<file path="config.mk">
export PLATFORM = sky130hd
export DESIGN_NAME = adccal_top
export DESIGN_NICKNAME = d
export VERILOG_FILES = /design/src/rtl/adccal_pkg.sv /design/src/rtl/adccal_clkdiv.sv /design/src/rtl/adccal_offset.sv /design/src/rtl/adccal_top.sv
export SDC_FILE = /design/constraint.sdc
export NUM_CORES = 1
export LEC_CHECK = 0
export BUFFER_PORTS_ARGS = -buffer_cell sky130_fd_sc_hd__buf_2
export CAP_MARGIN = 20
export CORE_UTILIZATION = 61
export DETAILED_ROUTE_END_ITERATION = 7
export GPL_TIMING_DRIVEN = 1
export HOLD_SLACK_MARGIN = 0.05
export PLACE_DENSITY_LB_ADDON = 0.3
export SLEW_MARGIN = 20
export SYNTH_ARGS = -nofsm -noshare
export SYNTH_HDL_FRONTEND = slang
export SYNTH_HIERARCHICAL = 1
export SYNTH_SLANG_ARGS = --single-unit
</file>
<file path="constraint.sdc">
create_clock -name clk -period 7.8 [get_ports clk]
set_clock_uncertainty 0.2 [all_clocks]
set_input_delay 1.56 -clock clk [delete_from_list [all_inputs] [get_ports clk]]
set_output_delay 1.56 -clock clk [all_outputs]
set_load 0.005 [all_outputs]
</file>
<file path="src/rtl/adccal_pkg.sv">
package adccal_pkg;

    localparam int unsigned ADDR_W = 8;
    localparam int unsigned DATA_W = 32;
    localparam logic [7:0] ADDR_CTRL = 8'h00;
    localparam logic [7:0] ADDR_STATUS = 8'h04;
    localparam logic [7:0] ADDR_CLEAR = 8'h08;
    localparam logic [7:0] ADDR_ENABLE = 8'h0c;
    localparam logic [7:0] ADDR_OFFSET = 8'h10;
    localparam logic [7:0] ADDR_PLUS = 8'h14;
    localparam logic [7:0] ADDR_MINUS = 8'h18;
    localparam logic [7:0] ADDR_RESULT = 8'h1c;

    // Conversion resolution select; differential modes below 16 bits carry one more bit.
    localparam logic [1:0] MODE_8 = 2'h0;
    localparam logic [1:0] MODE_12 = 2'h1;
    localparam logic [1:0] MODE_10 = 2'h2;
    localparam logic [1:0] MODE_16 = 2'h3;

    typedef struct packed {
        logic [1:0] mode;
        logic diff;
        logic [1:0] averaging_count_select;
        logic averaging_enable;
        logic cal_request;
        logic hw_trigger_select;
    } adccal_ctrl_t;

    typedef struct packed {
        logic calibrate_failed_flag;
        logic conversion_complete_flag;
    } adccal_flags_t;

    localparam int unsigned CTRL_W = $bits(adccal_ctrl_t);
    localparam int unsigned FLAGS_W = $bits(adccal_flags_t);
    localparam adccal_ctrl_t CTRL_RESET = 8'h00;
    localparam adccal_flags_t FLAGS_RESET = 2'h0;
    localparam logic [15:0] REG16_RESET = 16'h0000;
    localparam logic [15:0] SE_MIN = 16'h0000;
    localparam logic [15:0] DIFF_MIN = 16'h8000;

    localparam int unsigned CLK_HZ = 40_000_000;
    localparam int unsigned CONVERSION_CLOCK_MAX_HZ = 4_000_000;
    localparam int unsigned CONVERSION_CLOCK_DIV = CLK_HZ / CONVERSION_CLOCK_MAX_HZ;
    localparam int unsigned CAL_CONVERSION_CLOCK_MAX = 14000;
    localparam int unsigned CAL_BUS_CYCLES = 100;

    typedef enum logic [2:0] {
        ST_IDLE,
        ST_OFFSET,
        ST_PLUS,
        ST_MINUS,
        ST_SETTLE
    } adccal_state_t;

    function automatic logic [4:0] adccal_bits(input logic [1:0] mode, input logic diff);
        logic [4:0] n;
        case (mode)
            MODE_8: n = 5'h08;
            MODE_12: n = 5'h0c;
            MODE_10: n = 5'h0a;
            default: n = 5'h10;
        endcase
        if (diff && mode != MODE_16) begin
            n = n + 5'h01;
        end
        return n;
    endfunction

endpackage

</file>
<file path="src/rtl/adccal_clkdiv.sv">
`timescale 1ns/1ps
module adccal_clkdiv
    import adccal_pkg::*;
#(
    parameter int unsigned DIV = CONVERSION_CLOCK_DIV
) (
    input wire logic clk,
    input wire logic reset,
    output logic tick
);

    logic [15:0] count;
    logic [15:0] next_count;

    always_comb begin
        next_count = count + 16'h0001;
        if (count == 16'(DIV - 1)) begin
            next_count = 16'h0000;
        end
    end

    always_ff @(posedge clk) begin
        if (reset) begin
            count <= 16'h0000;
        end else begin
            count <= next_count;
        end
    end

    assign tick = (count == 16'(DIV - 1));

endmodule

</file>
<file path="src/rtl/adccal_offset.sv">
`timescale 1ns/1ps
module adccal_offset
    import adccal_pkg::*;
(
    input wire logic [15:0] raw_data,
    input wire logic [15:0] offset,
    input wire logic [1:0] mode,
    input wire logic diff,
    output logic [15:0] corrected
);

    logic [4:0] n;
    logic [4:0] sh;
    logic signed [18:0] raw_s;
    logic signed [18:0] ofs_s;
    logic signed [18:0] sum;
    logic signed [18:0] lo;
    logic signed [18:0] hi;

    // The offset is doubled first so that a 16-bit differential result lines up
    // with bit 15 of the offset; below 16 bits its low bits are then lost, as intended.
    always_comb begin
        n = adccal_bits(mode, diff);
        sh = diff ? 5'(5'h11 - n) : 5'(5'h10 - n);
        raw_s = diff ? signed'({{3{raw_data[15]}}, raw_data}) : signed'({3'h0, raw_data});
        ofs_s = signed'({{2{offset[15]}}, offset, 1'b0}) >>> sh;
        sum = raw_s - ofs_s;
        hi = diff ? (19'sd1 <<< (n - 5'h01)) - 19'sd1 : (19'sd1 <<< n) - 19'sd1;
        lo = diff ? -(19'sd1 <<< (n - 5'h01)) : signed'({3'h0, SE_MIN});
        if (sum > hi) begin
            corrected = hi[15:0];
        end else if (sum < lo) begin
            corrected = lo[15:0];
        end else begin
            corrected = sum[15:0];
        end
    end

endmodule

</file>
<file path="src/rtl/adccal_top.sv">
`timescale 1ns/1ps
//////////////////////////////////////////////////////////////////////////////
//////////////////////////////////////////////////////////////////////////////
module adccal_top
    import adccal_pkg::*;
#(
    parameter int unsigned CAL_CONVERSION_CLOCK_LIMIT = CAL_CONVERSION_CLOCK_MAX,
    parameter int unsigned CONVERSION_CLOCK_DIVIDE = CONVERSION_CLOCK_DIV
) (
    input wire logic clk,
    input wire logic reset,
    input wire logic [ADDR_W-1:0] addr,
    input wire logic [DATA_W-1:0] wdata,
    input wire logic wr,
    input wire logic rd,
    output logic [DATA_W-1:0] rdata,
    input wire logic stop_req,
    input wire logic raw_valid,
    input wire logic [15:0] raw_data,
    output logic cal_active,
    output adccal_state_t cal_phase,
    output logic conv_clk_en,
    output logic irq
);

    adccal_state_t state;
    adccal_state_t next_state;
    adccal_ctrl_t ctrl;
    adccal_ctrl_t next_ctrl;
    adccal_ctrl_t wctrl;
    adccal_flags_t status;
    adccal_flags_t next_status;
    adccal_flags_t enable;
    adccal_flags_t next_enable;
    adccal_flags_t set_f;
    adccal_flags_t clr_f;
    logic [15:0] offset_correction;
    logic [15:0] next_offset;
    logic [15:0] cal_offset;
    logic [15:0] next_cal_offset;
    logic [15:0] plus_side_cal_values;
    logic [15:0] next_plus;
    logic [15:0] minus_side_cal_values;
    logic [15:0] next_minus;
    logic [15:0] result;
    logic [15:0] next_result;
    logic [15:0] conversion_clock_count;
    logic [15:0] next_conversion_clock_count;
    logic [6:0] bus_count;
    logic [6:0] next_bus_count;
    logic [DATA_W-1:0] next_rdata;
    logic [15:0] corrected;
    logic cal_busy;
    logic ctrl_wr;
    logic start;
    logic refuse;
    logic abort;
    logic timeout;
    logic finish_ok;
    logic conv_store;

    //////////////////////////////////////////////////////////////////////////
    adccal_clkdiv #(
        .DIV(CONVERSION_CLOCK_DIVIDE)
    ) u_div (
        .clk(clk),
        .reset(reset),
        .tick(conv_clk_en)
    );

    adccal_offset u_ofs (
        .raw_data(raw_data),
        .offset(offset_correction),
        .mode(ctrl.mode),
        .diff(ctrl.diff),
        .corrected(corrected)
    );

    //////////////////////////////////////////////////////////////////////////
    always_comb begin
        wctrl = adccal_ctrl_t'(wdata[CTRL_W-1:0]);
        cal_busy = (state != ST_IDLE);
        ctrl_wr = wr && (addr == ADDR_CTRL);
        start = !cal_busy && ctrl_wr && wctrl.cal_request && !wctrl.hw_trigger_select;
        refuse = !cal_busy && ctrl_wr && wctrl.cal_request && wctrl.hw_trigger_select;
        abort = cal_busy && (wr || stop_req);
        timeout = cal_busy && !abort && conv_clk_en
            && (conversion_clock_count == 16'(CAL_CONVERSION_CLOCK_LIMIT - 1));
        finish_ok = (state == ST_SETTLE) && !abort && !timeout
            && (bus_count == 7'(CAL_BUS_CYCLES - 1));
        // Normal results are dropped while calibrating.
        conv_store = !cal_busy && raw_valid;

        next_state = state;
        next_ctrl = ctrl;
        next_enable = enable;
        next_offset = offset_correction;
        next_cal_offset = cal_offset;
        next_plus = plus_side_cal_values;
        next_minus = minus_side_cal_values;
        next_result = result;
        next_conversion_clock_count = conversion_clock_count;
        next_bus_count = bus_count;
        set_f = FLAGS_RESET;
        clr_f = FLAGS_RESET;

        // Writes that arrive during calibration are discarded, not only aborting.
        if (wr && !cal_busy) begin
            case (addr)
                ADDR_CTRL: begin
                    next_ctrl = wctrl;
                    next_ctrl.cal_request = start;
                end
                ADDR_CLEAR: clr_f = adccal_flags_t'(wdata[FLAGS_W-1:0]);
                ADDR_ENABLE: next_enable = adccal_flags_t'(wdata[FLAGS_W-1:0]);
                ADDR_OFFSET: next_offset = wdata[15:0];
                ADDR_PLUS: next_plus = wdata[15:0];
                ADDR_MINUS: next_minus = wdata[15:0];
                default: ;
            endcase
        end
        if (rd && addr == ADDR_RESULT) begin
            clr_f.conversion_complete_flag = 1'b1;
        end
        if (refuse) begin
            set_f.calibrate_failed_flag = 1'b1;
        end
        if (start) begin
            clr_f.calibrate_failed_flag = 1'b1;
            next_state = ST_OFFSET;
            next_conversion_clock_count = 16'h0000;
        end
        if (conv_store) begin
            next_result = corrected;
            set_f.conversion_complete_flag = 1'b1;
        end

        if (cal_busy) begin
            if (conv_clk_en) begin
                next_conversion_clock_count = conversion_clock_count + 16'h0001;
            end
            case (state)
                ST_OFFSET: begin
                    if (raw_valid) begin
                        next_cal_offset = raw_data;
                        next_state = ST_PLUS;
                    end
                end
                ST_PLUS: begin
                    if (raw_valid) begin
                        next_plus = raw_data;
                        next_state = ST_MINUS;
                    end
                end
                ST_MINUS: begin
                    if (raw_valid) begin
                        next_minus = raw_data;
                        next_state = ST_SETTLE;
                        next_bus_count = 7'h00;
                    end
                end
                ST_SETTLE: next_bus_count = bus_count + 7'h01;
                default: next_state = ST_IDLE;
            endcase
            if (abort || timeout) begin
                next_state = ST_IDLE;
                next_ctrl.cal_request = 1'b0;
                set_f.calibrate_failed_flag = 1'b1;
            end
            // A timeout still ends the sequence, so it reports completion too.
            if (timeout) begin
                set_f.conversion_complete_flag = 1'b1;
            end
            if (finish_ok) begin
                next_state = ST_IDLE;
                next_ctrl.cal_request = 1'b0;
                next_offset = cal_offset;
                set_f.conversion_complete_flag = 1'b1;
            end
        end

        // An event in the same cycle as its clear keeps the flag set.
        next_status = (status & ~clr_f) | set_f;

        case (addr)
            ADDR_CTRL: next_rdata = DATA_W'(ctrl);
            ADDR_STATUS: next_rdata = DATA_W'(status);
            ADDR_ENABLE: next_rdata = DATA_W'(enable);
            ADDR_OFFSET: next_rdata = DATA_W'(offset_correction);
            ADDR_PLUS: next_rdata = DATA_W'(plus_side_cal_values);
            ADDR_MINUS: next_rdata = DATA_W'(minus_side_cal_values);
            ADDR_RESULT: next_rdata = DATA_W'(result);
            default: next_rdata = '0;
        endcase
        if (!rd) begin
            next_rdata = '0;
        end
    end

    always_ff @(posedge clk) begin
        if (reset) begin
            state <= ST_IDLE;
            ctrl <= CTRL_RESET;
            status <= FLAGS_RESET;
            enable <= FLAGS_RESET;
            offset_correction <= REG16_RESET;
            cal_offset <= REG16_RESET;
            plus_side_cal_values <= REG16_RESET;
            minus_side_cal_values <= REG16_RESET;
            result <= REG16_RESET;
            conversion_clock_count <= 16'h0000;
            bus_count <= 7'h00;
            rdata <= '0;
        end else begin
            state <= next_state;
            ctrl <= next_ctrl;
            status <= next_status;
            enable <= next_enable;
            offset_correction <= next_offset;
            cal_offset <= next_cal_offset;
            plus_side_cal_values <= next_plus;
            minus_side_cal_values <= next_minus;
            result <= next_result;
            conversion_clock_count <= next_conversion_clock_count;
            bus_count <= next_bus_count;
            rdata <= next_rdata;
        end
    end

    assign cal_active = cal_busy;
    assign cal_phase = state;
    assign irq = |(status & enable);
endmodule

</file>
==> flow_metrics.py <==
metrics = {
    "sta": {
        "finalHoldViolCount": 0,
        "slew_limit_headroom_pct": 21.5,
        "slew_violations": 0,
        "rsz0062_at_grt": "no",
        "fmax_mhz": 135,
        "final.setup.tns_ns": 0,
        "fin_crit_ns": 7.41,
        "tightestPinTransition_ns": 1.17,
        "fraction_of_the_cycle_the_final_worst_path_needs_pct": 95.0,
        "setup_violations": 0,
        "setup_ws_ns": 0.391,
    },
    "setup_path": {
        "worst-endpoint-arrival_ns": 7.57,
        "timing.critical_path.max_delay_family": "compound AO/OA/AOI/OAI gates",
        "worst-r2r-cell-count": 23,
        "rr_startpoint": "ctrl[7]",
        "critical_path.endpoint_type": "flip-flop",
        "crit_path_cell_trace": "ha_1 > mux2i_1 > mux2i_1 > mux2i_1 > ha_1 > inv_1 > fa_1 > a211oi_1 > o21ai_0 > xor2_1 > ha_1 > o21a_1 > o21ai_0 > a21oi_1 > o41ai_1 > a31oi_1 > o21ai_0 > a221oi_2 > o31a_1 > o31ai_1 > a2bb2oi_1 > nand2_1 > a21oi_1",
        "cpMaxStageDelayCell": "ha_1",
        "timing.reg2reg.setup_slack_ns": 0.39,
        "worstReg2RegEnd": "result[1]",
        "crit_path_max_fanout": 20,
        "crit_required_ns": 7.96,
        "worst_setup_path_category": "reg2reg",
        "cpPeakStageDelay_ns": 0.91,
        "critical_path.n_buffers_inverters": 1,
        "start_kind": "flip-flop",
    },
    "logic_synthesis": {
        "synth_compound_gate_area_share_pct": 20.6,
        "simple_gate_share_of_the_synthesized_area_pct": 24.3,
        "synth_area_um2": 10400,
        "async_flop_share_pct": 0,
        "netlist_instances": 1289,
        "dominant_register_cell_in_the_synthesized_netlist": "dfxtp_1",
        "post_synth_mux_area_share_pct": 9.83,
        "synth_edf_count": 0,
        "synthTopCellsByCount": "nand2_1 (205), dfxtp_1 (150), nor2_1 (117)",
        "number_of_synthesized_register_bits": 150,
        "yosys.cell_count.top_type": "nand2_1",
        "yosysUniqueCellTypes": 88,
        "synth_top_family_by_area": "simple AND/OR/NAND/NOR gates",
        "yosysWarnings": 6,
        "sequential_element_share_of_the_synthesized_area_pct": 28.7,
        "post_synth_xor_area_fraction_pct": 3.44,
        "portion_of_synthesized_cell_area_occupied_by_the_leading_cell_type_pct": 28.7,
        "synth_area_leader_cell": "dfxtp_1",
        "synthTopCellsByArea": "dfxtp_1 (29%), nand2_1 (7.4%), ha_1 (6.9%)",
        "yosys.area_share.adder_pct": 7.14,
        "mean_syn_cell_area_um2": 8.11,
    },
    "detailed_routing": {
        "drc": 0,
        "routed_wirelength_um": 30800,
        "vias": 10100,
        "first_pass_iters": 5,
        "antenna_left": 0,
        "drt_first_iter_violations": 990,
        "routed_wire_length_per_instance_um": 20.0,
        "avgViaCountPerCell": 6.61,
    },
    "status": {
        "status": "finished, final reports clean",
    },
    "final_layout": {
        "postLayoutCellArea_um2": 11300,
        "drive_gt1_share_pct": 12.7,
        "filler_cell_count": 1381,
        "stdcell_count": 1536,
        "num-nets-final": 1425,
        "layout_overhead_on_the_synthesized_area_pct": 8.60,
    },
    "floorplanning": {
        "std_cell_rows": 47,
        "die_x_um": 133,
        "die_area_um2": 17700,
        "initial_utilization_pct": 62.8,
        "fp.dieH_um": 133,
        "core_area_um2": 16600,
        "boundaryPins": 100,
    },
    "clock_network": {
        "ctsHoldBuffers": 0,
        "clk_latency_ns": 0.43,
        "number_of_buffers_added_for_setup_after_cts": 0,
        "clockRootBuffer": "clkbuf_16",
        "clkSinkCount": 150,
        "cts.reportedPaths.clkPinSlew_ns": 0.06,
        "htree_levels": 4,
        "cts_made_buffers": 17,
        "clock_tree_from_tritoncts": "built",
        "clk_path_buf_depth": 2,
    },
    "global_route": {
        "number_of_global_route_vias_before_repair": 9367,
        "grt_start_max_net_pins": 63,
        "grt_pass1_wl_um": 48700,
        "grt_antenna_before_repair": 1,
        "total_global_route_track_usage_pct": 35.0,
        "global_route.overflow_total": 0,
    },
    "placement": {
        "io_buffer_count": 67,
        "postPlaceCellArea_um2": 10700,
        "hpwl_um": 21600,
        "pre_cts_slack_ns": 0.543,
        "placed_cells": 1505,
        "globalplace.congestion": 0.956,
    },
    "hold_path": {
        "timing.hold.worst.class": "reg2reg",
        "start_point_of_the_worst_hold_path": "cal_offset[9]",
        "timing.hold.worst_path_depth": 2,
        "min_delay_worst_endpoint": "cal_offset[9]",
    },
    "power": {
        "static-leakage-power_uw": 0.00417,
        "largest_voltage_drop_on_the_vdd_net_mv": 0.162,
        "power_density_relative_to_cell_area_nw_per_um2": 165,
        "design_power_total_uw": 1880,
    },
    "flow_run": {
        "cap_viol_max_count": 0,
    },
}
==> report_power, final <==
group | internal [µW] | total (µW) | switching [µW]
clock network | 524 | 847 | 323
logic | 90.5 | 250 | 160
registers | 773 | 779 | 6.06
total | 1390 | 1880 | 489
==> worst register-to-register path: stages, from the launching register on <==
cell and delay, ns:
dfxtp_1 0.58, ha_1 0.92, mux2i_1 0.45, mux2i_1 0.17
mux2i_1 0.17, ha_1 0.19, inv_1 0.06, fa_1 0.42
a211oi_1 0.50, o21ai_0 0.35, xor2_1 0.43, ha_1 0.30
o21a_1 0.10, o21ai_0 0.13, a21oi_1 0.11, o41ai_1 0.39
a31oi_1 0.14, o21ai_0 0.24, a221oi_2 0.13, o31a_1 0.47
o31ai_1 0.37, a2bb2oi_1 0.20, nand2_1 0.14, a21oi_1 0.18
==> routing by layer <==
metal	vias up	share of wire (%)	wire [µm]	global-route usage [%]
li1	4728	-	-	-
met4	0	4.1	1270	17.1
met5	-	0	0	0
met3	104	9.2	2830	7.36
met1	4785	41	12600	45.0
met2	531	46	14100	55.8
==> final cells by class <==
class | count | area (µm²) | area share [%]
clock buffers | 22 | 474 | 4.18
multi-input cells | 1028 | 6930 | 61.0
repair buffers | 81 | 443 | 3.90
flip-flops and latches | 150 | 3000 | 26.5
clock inverters | 8 | 124 | 1.09
diodes | 1 | 2.50 | 0.0221
inverters | 26 | 97.6 | 0.860
well taps | 220 | 275 | 2.43
==> per-stage QoR <==
stage	hold WS [ns]	util [%]
finish	0.252	68.2
global route	0.273	68.2
CTS	0.252	68.1
detailed placement	0.245	64.5
global placement	0.238	64.5
floorplan	0.233	-
==> worst max-delay path by stage <==
stage          slack, ns    endpoint    start  depth (start not counted)
6_report            0.39   result[1]  ctrl[7]                         23
2_1_floorplan       1.66   result[5]  ctrl[7]                         31
3_5_place_dp        0.54  result[13]  ctrl[7]                         26
5_1_grt             0.06  result[12]  ctrl[7]                         23
4_1_cts             0.48  result[13]  ctrl[7]                         26
3_3_place_gp        0.63  result[13]  ctrl[7]                         26
==> state kept, by name, summed over array words and instances (netlist names) <==
register,flops
bus_count,7
cal_offset,16
offset_correction,16
result,16
enable,2
u_div/count,16
conversion_clock_count,16
ctrl,8
rdata,16
cal_phase,3
plus_side_cal_values,16
minus_side_cal_values,16
status,2
==> cell usage in the layout (no fill, tap or decap), drive strengths merged, types with 8 or more instances in the layout <==
cell type	synthesis	final
a2111oi	17	17
a211oi	26	26
a21o	13	13
a21oi	84	84
a311o	8	8
a311oi	33	33
a31oi	11	11
and2	11	11
and3	9	9
buf	45	81
clkbuf	57	22
conb	2	19
dfxtp	150	150
ha	58	58
inv	25	25
mux2	9	9
mux2i	52	52
mux4	18	18
nand2	206	206
nand2b	12	12
nand3	28	28
nand3b	11	11
nand4	18	18
nor2	118	118
nor2b	21	21
nor3	23	23
nor4	22	22
o211ai	9	9
o21a	10	10
o21ai	43	43
or3	9	9
or4	10	10
xnor2	22	22
xor2	19	19
==> what timing repair did <==
action                                  4_1_cts  5_1_grt
endpoints found under the setup margin        0        3
resized for setup                             0        2
hold endpoints to repair                      0        0
==> kinds of logic (layout without fill, tap and decap cells) <==
logic type               after synthesis  after routing
AO/OA/AOI/OAI                        308            308
AND/OR/NAND/NOR                      522            522
adder cells (fa/ha/maj)               59             59
other                                  2             20
flip-flops                           150            150
buffers and inverters                128            137
multiplexers                          79             79
XOR/XNOR                              41             41
No activity file was read; power rests on OpenSTA's default activity.
